### config.mk
export PLATFORM = sky130hd
export DESIGN_NAME = pds_sequencer
export DESIGN_NICKNAME = d
export VERILOG_FILES = /design/src/pds_pkg.sv /design/src/pds_sequencer.sv
export SDC_FILE = /design/constraint.sdc
export NUM_CORES = 1
export LEC_CHECK = 0
export BUFFER_PORTS_ARGS = -buffer_cell sky130_fd_sc_hd__buf_4
export CAP_MARGIN = 10
export CORE_ASPECT_RATIO = 1.1
export CORE_MARGIN = 10
export CORE_UTILIZATION = 48
export CTS_BUF_LIST = sky130_fd_sc_hd__clkbuf_16
export CTS_CLUSTER_DIAMETER = 80
export DETAILED_ROUTE_END_ITERATION = 6
export HOLD_SLACK_MARGIN = 0.15
export PLACE_DENSITY = 0.81
export SLEW_MARGIN = 20
export SYNTH_ARGS = -nofsm -noshare
export SYNTH_HDL_FRONTEND = slang
export SYNTH_SLANG_ARGS = --single-unit
### constraint.sdc
create_clock -name clock_in -period 2.65 [get_ports clock_in]
set_clock_uncertainty 0.1 [all_clocks]
set_input_delay 0.265 -clock clock_in [delete_from_list [all_inputs] [get_ports clock_in]]
set_output_delay 0.265 -clock clock_in [all_outputs]
set_load 0.05 [all_outputs]
### src/pds_pkg.sv
// Package of constants and types for the pole detection sequencer
//
// Notes on behaviour
// Incremental encoder: detection pending after every reset
// Incremental encoder: detect at servo-on, ignoring policy
// Stroke end drops: continue motion in opposite direction
// Both stroke ends off: raise detection fault alarm
// One end off at servo-on: go to start first
// Reciprocate, return to start, complete, then servo-lock
// Policy: 0 off, 1 first servo-on, 5 always
// Policy 0 after detection skips it at power-up
// Controller checks servo-on status before positioning commands
// Stroke select: 0 limits enabled, 1 disabled
// Ready and command acceptance wait for detection finished
package pds_pkg;
    // Register offsets
    localparam logic [7:0] PDS_OFS_CTRL    = 8'h00;
    localparam logic [7:0] PDS_OFS_STATUS  = 8'h04;
    localparam logic [7:0] PDS_OFS_IRQ_ST  = 8'h08;
    localparam logic [7:0] PDS_OFS_IRQ_MSK = 8'h0C;
    // Control field positions
    localparam int PDS_CTRL_POLICY_LSB = 0;
    localparam int PDS_CTRL_STROKE_BIT = 4;
    localparam int PDS_CTRL_ABS_BIT    = 5;
    localparam int PDS_CTRL_SRST_BIT   = 8;
    // Status field positions
    localparam int PDS_ST_STATE_LSB   = 0;
    localparam int PDS_ST_PENDING_BIT = 8;
    localparam int PDS_ST_READY_BIT   = 9;
    localparam int PDS_ST_ALARM_BIT   = 10;
    localparam int PDS_ST_DIR_BIT     = 11;
    // Interrupt bit positions
    localparam int PDS_IRQ_DONE_BIT   = 0;
    localparam int PDS_IRQ_FAULT_BIT  = 1;
    localparam int PDS_IRQ_REV_BIT    = 2;
    localparam int PDS_IRQ_W          = 3;
    // Policy encodings and reset values
    localparam logic [3:0] PDS_POLICY_OFF    = 4'h0;
    localparam logic [3:0] PDS_POLICY_FIRST  = 4'h1;
    localparam logic [3:0] PDS_POLICY_EVERY  = 4'h5;
    localparam logic [3:0] PDS_POLICY_RST    = PDS_POLICY_FIRST;
    localparam logic       PDS_STROKE_EN     = 1'b0;
    localparam logic       PDS_STROKE_RST    = PDS_STROKE_EN;
    localparam logic       PDS_ABS_RST       = 1'b0;
    localparam logic [PDS_IRQ_W-1:0] PDS_IRQ_MSK_RST = 3'h0;
    // Number of back and forth legs during detection
    localparam logic [3:0] PDS_LEGS = 4'h4;

    typedef enum logic [5:0] {
        PDS_IDLE     = 6'h01,
        PDS_TO_START = 6'h02,
        PDS_RECIP    = 6'h04,
        PDS_RETURN   = 6'h08,
        PDS_LOCK     = 6'h10,
        PDS_FAULT    = 6'h20
    } pds_state_e;

    typedef struct packed {
        logic [7:0]  addr;
        logic [31:0] wdata;
        logic        wr;
        logic        rd;
    } pds_bus_s;

    typedef struct packed {
        logic req;
        logic dir;
        logic home;
    } pds_move_s;
endpackage

### src/pds_sequencer.sv
// Pole detection sequencer: register slave, sequence control and alarm
`timescale 1ns/1ps
`default_nettype none
module pds_sequencer (
    // Clock and reset
    input  wire logic              clock_in,
    input  wire logic              rstn_in,
    // Register port
    input  wire pds_pkg::pds_bus_s bus_in,
    output logic [31:0]            rdata_out,
    // Controller side
    input  wire logic              servo_on_cmd_in,
    input  wire logic              pos_cmd_in,
    output logic                   pos_cmd_accept_out,
    output logic                   servo_ready_out,
    // Stroke end pins, high while the stroke end is on
    input  wire logic              forward_stroke_limit_in,
    input  wire logic              reverse_stroke_limit_in,
    // Motion stage
    output pds_pkg::pds_move_s     move_out,
    input  wire logic              move_done_in,
    // Alarm and interrupt
    output logic                   pole_detect_fault_alarm_out,
    output logic                   irq_out
);
    import pds_pkg::*;

    pds_state_e            state_r;
    pds_state_e            state_nxt;
    logic [3:0]            pole_detect_policy_r;
    logic                  pole_detect_stroke_limit_select_r;
    logic                  abs_enc_r;
    logic                  soft_rst;
    logic                  pending_r;
    logic                  dir_r;
    logic [3:0]            legs_r;
    logic                  servo_prev_r;
    logic                  servo_rise;
    logic [1:0]            lim_meta_r;
    logic [1:0]            lim_sync_r;
    logic                  fwd_off;
    logic                  rev_off;
    logic                  need_detect;
    logic                  leg_rev;
    logic                  ev_done;
    logic                  ev_fault;
    logic [PDS_IRQ_W-1:0]  irq_st_r;
    logic [PDS_IRQ_W-1:0]  irq_msk_r;
    logic [PDS_IRQ_W-1:0]  irq_set;
    logic [31:0]           status_w;
    logic [PDS_IRQ_W-1:0]  irq_st_nxt;
    logic                  ctrl_wr;
    logic                  irq_st_wr;
    logic                  irq_msk_wr;
    logic [31:0]           ctrl_w;

    // Register write decode, one strobe per writable register
    assign ctrl_wr    = bus_in.wr && (bus_in.addr == PDS_OFS_CTRL);
    assign irq_st_wr  = bus_in.wr && (bus_in.addr == PDS_OFS_IRQ_ST);
    assign irq_msk_wr = bus_in.wr && (bus_in.addr == PDS_OFS_IRQ_MSK);

    // Soft reset bit is a one-cycle pulse and is never stored
    assign soft_rst = ctrl_wr && bus_in.wdata[PDS_CTRL_SRST_BIT];

    // Detection policy, reset to detect at first servo-on
    always_ff @(posedge clock_in) begin
        if (!rstn_in) begin
            pole_detect_policy_r <= PDS_POLICY_RST;
        end else if (ctrl_wr) begin
            pole_detect_policy_r <= bus_in.wdata[PDS_CTRL_POLICY_LSB +: 4];
        end
    end

    // Stroke limit select for detection, reset to limits enabled
    always_ff @(posedge clock_in) begin
        if (!rstn_in) begin
            pole_detect_stroke_limit_select_r <= PDS_STROKE_RST;
        end else if (ctrl_wr) begin
            pole_detect_stroke_limit_select_r <= bus_in.wdata[PDS_CTRL_STROKE_BIT];
        end
    end

    // Encoder type, reset to incremental
    always_ff @(posedge clock_in) begin
        if (!rstn_in) begin
            abs_enc_r <= PDS_ABS_RST;
        end else if (ctrl_wr) begin
            abs_enc_r <= bus_in.wdata[PDS_CTRL_ABS_BIT];
        end
    end

    // Stroke end pins pass two flip-flops before use
    always_ff @(posedge clock_in) begin
        if (!rstn_in) begin
            lim_meta_r <= 2'h3;
            lim_sync_r <= 2'h3;
        end else begin
            lim_meta_r <= {forward_stroke_limit_in, reverse_stroke_limit_in};
            lim_sync_r <= lim_meta_r;
        end
    end

    // With limits disabled for detection both ends read as on
    assign fwd_off = !pole_detect_stroke_limit_select_r && !lim_sync_r[1];
    assign rev_off = !pole_detect_stroke_limit_select_r && !lim_sync_r[0];

    // Servo-on edge detect
    always_ff @(posedge clock_in) begin
        if (!rstn_in) begin
            servo_prev_r <= 1'b0;
        end else begin
            servo_prev_r <= servo_on_cmd_in;
        end
    end
    assign servo_rise = servo_on_cmd_in && !servo_prev_r;

    // Pending flag: set by power-up and soft reset, cleared on completion
    always_ff @(posedge clock_in) begin
        if (!rstn_in) begin
            pending_r <= 1'b1;
        end else if (soft_rst) begin
            pending_r <= 1'b1;
        end else if (ev_done) begin
            pending_r <= 1'b0;
        end
    end

    // Decide whether this servo-on runs detection
    always_comb begin
        if (!abs_enc_r) begin
            need_detect = pending_r;
        end else begin
            case (pole_detect_policy_r)
                PDS_POLICY_OFF:   need_detect = 1'b0;
                PDS_POLICY_EVERY: need_detect = 1'b1;
                default:          need_detect = pending_r;
            endcase
        end
    end

    // Current leg runs into a stroke end that is off
    assign leg_rev = (dir_r && fwd_off) || (!dir_r && rev_off);

    // Sequence state machine
    always_comb begin
        state_nxt = state_r;
        case (state_r)
            PDS_IDLE: begin
                if (servo_rise) begin
                    if (!need_detect) begin
                        state_nxt = PDS_LOCK;
                    end else if (fwd_off && rev_off) begin
                        state_nxt = PDS_FAULT;
                    end else if (fwd_off || rev_off) begin
                        state_nxt = PDS_TO_START;
                    end else begin
                        state_nxt = PDS_RECIP;
                    end
                end
            end
            PDS_TO_START: begin
                if (fwd_off && rev_off) begin
                    state_nxt = PDS_FAULT;
                end else if (move_done_in) begin
                    state_nxt = PDS_RECIP;
                end
            end
            PDS_RECIP: begin
                if (fwd_off && rev_off) begin
                    state_nxt = PDS_FAULT;
                end else if (move_done_in && (legs_r == PDS_LEGS - 4'h1)) begin
                    state_nxt = PDS_RETURN;
                end
            end
            PDS_RETURN: begin
                if (fwd_off && rev_off) begin
                    state_nxt = PDS_FAULT;
                end else if (move_done_in) begin
                    state_nxt = PDS_LOCK;
                end
            end
            PDS_LOCK:  state_nxt = PDS_LOCK;
            PDS_FAULT: state_nxt = PDS_FAULT;
            default:   state_nxt = PDS_IDLE;
        endcase
        // Servo-off drops back to idle except from a fault
        if (!servo_on_cmd_in && (state_r != PDS_FAULT)) begin
            state_nxt = PDS_IDLE;
        end
        // Soft reset returns any state to idle, fault included
        if (soft_rst) begin
            state_nxt = PDS_IDLE;
        end
    end

    // State register
    always_ff @(posedge clock_in) begin
        if (!rstn_in) begin
            state_r <= PDS_IDLE;
        end else begin
            state_r <= state_nxt;
        end
    end

    // Completion and fault events
    assign ev_done  = (state_r == PDS_RETURN) && (state_nxt == PDS_LOCK);
    assign ev_fault = (state_r != PDS_FAULT) && (state_nxt == PDS_FAULT);

    // Leg counter: completed legs of the reciprocation, cleared in idle
    always_ff @(posedge clock_in) begin
        if (!rstn_in) begin
            legs_r <= 4'h0;
        end else if (state_r == PDS_IDLE) begin
            legs_r <= 4'h0;
        end else if ((state_r == PDS_RECIP) && move_done_in) begin
            legs_r <= legs_r + 4'h1;
        end
    end

    // Direction: away from an off end at start, flipped per leg or reversal
    always_ff @(posedge clock_in) begin
        if (!rstn_in) begin
            dir_r <= 1'b1;
        end else if (state_r == PDS_IDLE) begin
            dir_r <= !fwd_off;
        end else if (state_r == PDS_RECIP) begin
            if (move_done_in) begin
                dir_r <= !dir_r;
            end else if (leg_rev) begin
                dir_r <= !dir_r;
            end
        end else if ((state_r == PDS_TO_START) && move_done_in) begin
            dir_r <= !dir_r;
        end
    end

    // Motion outputs: home leg returns to the detection start position
    always_comb begin
        move_out      = '0;
        move_out.req  = (state_r == PDS_TO_START) || (state_r == PDS_RECIP) ||
                        (state_r == PDS_RETURN);
        move_out.dir  = dir_r;
        move_out.home = (state_r == PDS_RETURN);
    end

    // Ready only in servo-lock, after detection done or skipped
    assign servo_ready_out    = (state_r == PDS_LOCK);
    assign pos_cmd_accept_out = pos_cmd_in && (state_r == PDS_LOCK);
    assign pole_detect_fault_alarm_out = (state_r == PDS_FAULT);

    // Interrupt events
    always_comb begin
        irq_set = '0;
        irq_set[PDS_IRQ_DONE_BIT]  = ev_done;
        irq_set[PDS_IRQ_FAULT_BIT] = ev_fault;
        irq_set[PDS_IRQ_REV_BIT]   = (state_r == PDS_RECIP) && !move_done_in && leg_rev;
    end

    // Next sticky status per bit: its event wins over a written one
    for (genvar g = 0; g < PDS_IRQ_W; g++) begin : g_irq_bit
        assign irq_st_nxt[g] = irq_set[g] ||
                               (irq_st_r[g] && !(irq_st_wr && bus_in.wdata[g]));
    end

    // Sticky status, write one to clear
    always_ff @(posedge clock_in) begin
        if (!rstn_in) begin
            irq_st_r <= '0;
        end else begin
            irq_st_r <= irq_st_nxt;
        end
    end

    // Interrupt mask
    always_ff @(posedge clock_in) begin
        if (!rstn_in) begin
            irq_msk_r <= PDS_IRQ_MSK_RST;
        end else if (irq_msk_wr) begin
            irq_msk_r <= bus_in.wdata[PDS_IRQ_W-1:0];
        end
    end

    assign irq_out = |(irq_st_r & irq_msk_r);

    // Status word
    always_comb begin
        status_w = '0;
        status_w[PDS_ST_STATE_LSB +: 6] = state_r;
        status_w[PDS_ST_PENDING_BIT]    = pending_r;
        status_w[PDS_ST_READY_BIT]      = (state_r == PDS_LOCK);
        status_w[PDS_ST_ALARM_BIT]      = (state_r == PDS_FAULT);
        status_w[PDS_ST_DIR_BIT]        = dir_r;
    end

    // Control readback; the soft reset bit always reads zero
    always_comb begin
        ctrl_w = '0;
        ctrl_w[PDS_CTRL_POLICY_LSB +: 4] = pole_detect_policy_r;
        ctrl_w[PDS_CTRL_STROKE_BIT]      = pole_detect_stroke_limit_select_r;
        ctrl_w[PDS_CTRL_ABS_BIT]         = abs_enc_r;
    end

    // Read data, one cycle after the strobe, zero otherwise
    always_ff @(posedge clock_in) begin
        if (!rstn_in) begin
            rdata_out <= '0;
        end else if (bus_in.rd) begin
            case (bus_in.addr)
                PDS_OFS_CTRL:    rdata_out <= ctrl_w;
                PDS_OFS_STATUS:  rdata_out <= status_w;
                PDS_OFS_IRQ_ST:  rdata_out <= {29'h0, irq_st_r};
                PDS_OFS_IRQ_MSK: rdata_out <= {29'h0, irq_msk_r};
                default:         rdata_out <= '0;
            endcase
        end else begin
            rdata_out <= '0;
        end
    end
endmodule
`default_nettype wire

**Word-level counts from Yosys, hierarchy flattened**

Cells that the tools add are included.

- Input bits: 49
- Logic and storage cells: 103
- Output and inout port bits: 39
- Register bits: 61

- Add/sub/neg operators: 1
- Reduce and logical (&&, ||, !) cells: 51
- Muxes and demuxes: 21
- Bitwise gates (word level): 2
- Equality and inequality tests: 15

Operator list:

| cell | number |
|---|---|
| two-way mux 6 bit | 11 |
| case mux 12 bit (4 select lines) | 1 |
| case mux 6 bit (6 select lines) | 1 |
| logical AND 1 bit | 25 |
| == test 8 x 4 -> 1 bit (second input constant) | 2 |
| == test 6 x 5 -> 1 bit (second input constant) | 2 |
| == test 6 bit (second input constant) | 2 |
| logical NOT 1 bit | 11 |
| == test 8 x 3 -> 1 bit (second input constant) | 1 |
| logical NOT 8 bit | 1 |
| logical OR 1 bit | 7 |
| == test 6 x 1 -> 1 bit (second input constant) | 1 |
| == test 6 x 2 -> 1 bit (second input constant) | 1 |
| == test 6 x 3 -> 1 bit (second input constant) | 1 |
| == test 6 x 4 -> 1 bit (second input constant) | 1 |
| two-way mux 1 bit | 6 |
| != test 6 bit (second input constant) | 1 |
| adder 4 x 1 -> 4 bit (second input constant) | 1 |
| == test 4 x 2 -> 1 bit (second input constant) | 1 |
| == test 4 x 3 -> 1 bit (second input constant) | 1 |
| logical NOT 4 bit | 1 |
| != test 4 bit (second input constant) | 1 |
| AND reduction 2 bit | 2 |
| OR reduction 2 bit | 2 |
| other kinds (6) | 6 |

**Depth between registers and ports, before layout**

- Depth after elaboration: 13
- Depth in mapped cells: 8
- Mapped depth without buffers: 7

**Worst setup path before layout**

Ideal clock, no wire load.

- Path type: reg2out
- From: reg state_r[0]
- To: out pos_cmd_accept_out
- Slack: -91 ps
- Stages on the path, launching flop included: 6
- Data arrival time: 2376 ps
- Required time: 2285 ps
- Buffers on the path: 1
- Cell sequence: dfxtp_1 buf_2 nor2_1 nand3b_1 nor3_1 and2_1

- Cells in the longest elaborated chain, start to end: 2

RTL lines:

| what | line | source |
|---|---|---|
| from (decl) | pds_sequencer.sv:28 | `pds_state_e state_r;` |
| from (signal assigned) | pds_sequencer.sv:201 | `state_r <= state_nxt;` |
| == test 6 x 5 -> 1 bit | - |  |
| named net servo_ready_out | pds_sequencer.sv:15 | `output logic servo_ready_out,` |
| logical AND 1 bit | pds_sequencer.sv:248 | `assign pos_cmd_accept_out = pos_cmd_in && (state_r == PDS_LOCK);` |
| to (decl) | pds_sequencer.sv:14 | `output logic pos_cmd_accept_out,` |

The timed path passes the listed nets, and every way through them passes these cells.

**Worst setup path after layout**

- From: reg state_r[4]
- To: reg irq_st_r[1]

- Cells in the longest elaborated chain, start to end: 8
- Elaborated cells on any way between the ends: 21
- Classes of those cells: eq/ne (8); mux (10); reduce/logical (3)

RTL lines:

| what | line | source |
|---|---|---|
| two-way mux 6 bit, on equally long branches | pds_sequencer.sv:178, pds_sequencer.sv:164, pds_sequencer.sv:171 |  |
| two-way mux 6 bit, on equally long branches | pds_sequencer.sv:176, pds_sequencer.sv:162, pds_sequencer.sv:169 |  |
| case mux 6 bit (6 select lines) | pds_sequencer.sv:147 | `case (state_r)` |
| two-way mux 6 bit | pds_sequencer.sv:187 | `if (!servo_on_cmd_in && (state_r != PDS_FAULT)) begin` |
| two-way mux 6 bit | pds_sequencer.sv:191 | `if (soft_rst) begin` |
| == test 6 bit | pds_sequencer.sv:207 | `assign ev_fault = (state_r != PDS_FAULT) && (state_nxt == PDS_FAULT);` |
| logical AND 1 bit * | pds_sequencer.sv:207 |  |
| logical OR 1 bit * | pds_sequencer.sv:261 | `assign irq_st_nxt[g] = irq_set[g] \|\|` |
| to (signal assigned) | pds_sequencer.sv:270 | `irq_st_r <= irq_st_nxt;` |
| to (decl) | pds_sequencer.sv:47 | `logic [PDS_IRQ_W-1:0] irq_st_r;` |

Every way passes the cells marked *; elsewhere a longest branch is shown, timed or not.
A chain may end at the register's enable or synchronous reset.

==> out/results.tsv <==
stage	metric	value	unit
run_status	outcome	completed	
route	first_iter_violations	158	
setup_path	max_stage_delay	0.71	ns
sta	finalSetupViolCount	0	
setup_path	start_kind	flip-flop	
layout	postLayoutCoreUtil	59.80	%
setup_path	crit_slowest_cell	or4_2	
setup_path	crit_path_end	irq_st_r[1]	
route	vias	1879	
setup_path	rr_startpoint	state_r[4]	
route	ant_nets	0	
placement	gp_congestion	0.9508	
sta	relSlewSlack	46.67	%
grt	gr-total-overflow	0	
route	vias_per_cell	5.494	
grt	grtUsageTotal	14.26	%
power	power_frac_comb	13.2	%
route	wl	5.345	mm
layout	diodes	0	
setup_path	r2r-end	irq_st_r[1]	
clock_network	cts_made_buffers	5	
floorplan	die_h	90.17	um
power	max-vdd-ir-drop	0.4585	mV
clock_network	clock-sinks	39	
clock_network	clk_pin_slew	0.06	ns
synth	synth_ff_type	dfxtp_1	
setup_path	required	2.74	ns
synth	synth_most_common_cell	dfxtp_1	
setup_path	critPathLaunch	state_r[4]	
synth	synthTopCellsByCount	39 x dfxtp_1, 23 x buf_4, 23 x nor2_1	
clock_network	cts_tree	yes	
synth	synth_edf_count	0	
power	power_per_cell_area	520.8	nW/um^2
synth	syn_area_per_cell	8.733	sq um
grt	grt_pass1_vias	1819	
sta	fmax	0.4461	GHz
grt	antenna_found_initial	0	
power	power_switching	0.3568	mW
synth	syn_inst	246	
clock_network	cts_root_buf	clkbuf_16	
power	switching_share	26.54	%
setup_path	cp.depth	5	
floorplan	core_region_area	4317	sq um
setup_path	worst_setup_path_end_kind	flip-flop	
setup_path	ff2ff_setup_slack	0.41	ns
floorplan	io_pins	88	
setup_path	ff2ff_path_depth	5	
setup_path	cp_max_fo	9	
synth	synth_top_cell_by_area	dfxtp_1	
sta	finalCritPeriodShare	84.59	%
route	wire_per_inst	15.63	um
clock_network	clk_latency	0.28	ns
synth	synth-async-reset-ratio	0	%
setup_path	path_buf_inv	0	
floorplan	rows	25	
clock_network	h-tree-depth	2	
sta	fin_crit	2.242	ns
placement	dp_hpwl	3.976	mm
layout	fin_nets	339	
floorplan	initial_core_util	49.77	%
synth	yosysSeqAreaShare	36.34	%
grt	grt_max_degree	25	
power	power.internal	0.9876	mW
placement	io_buffers	40	
setup_path	cp_top_family	simple AND/OR/NAND/NOR gates	
power	power_frac_clock	42.2	%
clock_network	post_cts_buffers	0	
layout	final_layout_size_suffix_gt1_share	22.92	%
synth	yosysTopAreaCellShare	36.34	%
clock_network	clockBufferDepth	2	
layout	fillers	408	
power	p_leak	1.151	nW
setup_path	cp_data_arrival_time	2.33	ns
power	sequentialPowerShare	44.5	%
route	drcViolationCount	0	
synth	synth_cell_types	58	
sta	final_max_slew_viol_count	0	
layout	multi_input_area	1182	sq um
synth	ys_top_cells_by_area	dfxtp_1 36%, buf_4 8.0%, nor2_1 4.0%	
synth	synth_area	2148	sq um
sta	rsz0062_at_grt	false	
floorplan	die_x	83.79	um
layout	seq_area	780.7	sq um
grt	grt_pass1_wl	9.011	mm
sta	finalSetupTns	0	ns
setup_path	critPathKind	reg -> reg	
sta	hold_viol	0	
run	drv_cap	0	
floorplan	die_area	7554	sq um
sta	worst_pin_slew	0.7931	ns
min_path	worstHoldPathType	in -> reg	
setup_path	path_cells	or4_2 -> nor3_2 -> and3_1 -> a21boi_0 -> o31ai_1	
synth	yosys_warnings	0	
layout	syn2layout_area_growth	20.15	%
synth	ys_seq_elements	39	
route	dr.pass1.iters	5	
## layout make-up
| cell class | count | share of cell area [%] |
|---|---|---|
| sequential | 39 | 30.25 |
| timing repair buffer | 49 | 14.83 |
| inverter | 8 | 1.163 |
| clock buffer | 5 | 4.847 |
| multi-input combinational | 184 | 45.81 |
| clock inverter | 3 | 0.4847 |
| tap | 54 | 2.618 |
## routing by layer
| metal | vias up | GRT usage (%) | share of wire, % |
|---|---|---|---|
| met5 | - | 0 | 0 |
| met4 | 0 | 6.145 | 1.6 |
| met3 | 7 | 4.783 | 8.9 |
| met2 | 83 | 24.42 | 49 |
| met1 | 868 | 15.54 | 40 |
| li1 | 921 | - | - |
## timing repair
| action | 4_1_cts | 5_1_grt |
|---|---|---|
| hold endpoints to repair | 8 | 0 |
| hold buffers | 6 | 0 |
| resized for setup | 0 | 0 |
## tightest hold or removal path: stages
cell      delay, ns
buf_4          0.11
nand2_1        0.05
a21boi_0       0.06
## cell usage in the layout, fill, tap and decap left out, drive strengths merged, types with 7 or more instances in the layout
| master | Yosys | final |
|---|---|---|
| a21oi | 8 | 8 |
| nand2 | 12 | 12 |
| o21ai | 9 | 9 |
| buf | 30 | 43 |
| a21boi | 7 | 7 |
| nor2 | 23 | 23 |
| dfxtp | 39 | 39 |
| inv | 8 | 10 |
| conb | 1 | 22 |
| nor3 | 10 | 10 |
| mux2i | 8 | 8 |
| nand2b | 8 | 8 |
## cell families (layout without fill, tap and decap cells)
| family | count (synthesis) | after routing | share of synthesized area (%) |
|---|---|---|---|
| adders and majority gates | 3 | 3 | 1.747 |
| and+or+nand+nor | 93 | 93 | 25.04 |
| muxes | 11 | 11 | 5.300 |
| AOI/OAI and AO/OA | 50 | 50 | 16.83 |
| DFF | 39 | 39 | 36.34 |
| buffers and inverters | 44 | 65 | 12.52 |
| xor gates and xnor gates | 5 | 5 | 2.038 |
| other | 1 | 22 | 0.1746 |
## registers in the layout, indices dropped and copies added, names as in the netlist
register,cells
state_r,6
rdata_out,10
dir_r,1
pole_detect_policy_r,4
lim_meta_r,2
legs_r,4
abs_enc_r,1
irq_st_r,3
pending_r,1
pole_detect_stroke_limit_select_r,1
irq_msk_r,3
servo_prev_r,1
lim_sync_r,2
## power by group through the flow
stage | Sequential, mW | Combinational (mW) | Clock [mW]
detailed placement | 0.612 | 0.167 | 0
CTS | 0.599 | 0.175 | 0.575
finish | 0.599 | 0.178 | 0.568
global route | 0.599 | 0.191 | 0.593
floorplan | 0.608 | 0.157 | 0
global placement | 0.611 | 0.166 | 0
## how the worst min path moves through the flow
stage	start	end	slack (ns)	cells after the start
3_5_place_dp	lim_meta_r[0]	lim_sync_r[0]	0.29	1
3_3_place_gp	lim_meta_r[1]	lim_sync_r[1]	0.29	1
5_1_grt	bus_in[2]	irq_msk_r[0]	0.16	3
6_report	bus_in[2]	irq_msk_r[0]	0.15	3
4_1_cts	bus_in[2]	irq_msk_r[0]	0.15	3
2_1_floorplan	reverse_stroke_limit_in	lim_meta_r[0]	0.27	1
## stage by stage
stage	worst slack, ns	power, mW	hold WS [ns]	cells	area (sq um)
detailed placement	0.4772	0.7785	0.2914	328	2384
global placement	0.4825	0.7772	0.2878	328	2384
finish	0.4083	1.344	0.1543	342	2581
floorplan	0.2022	0.7640	0.2665	267	2232
CTS	0.4498	1.349	0.1533	342	2581
global route	0.3571	1.383	0.1604	342	2581
Power figures use the tool's default switching activity.
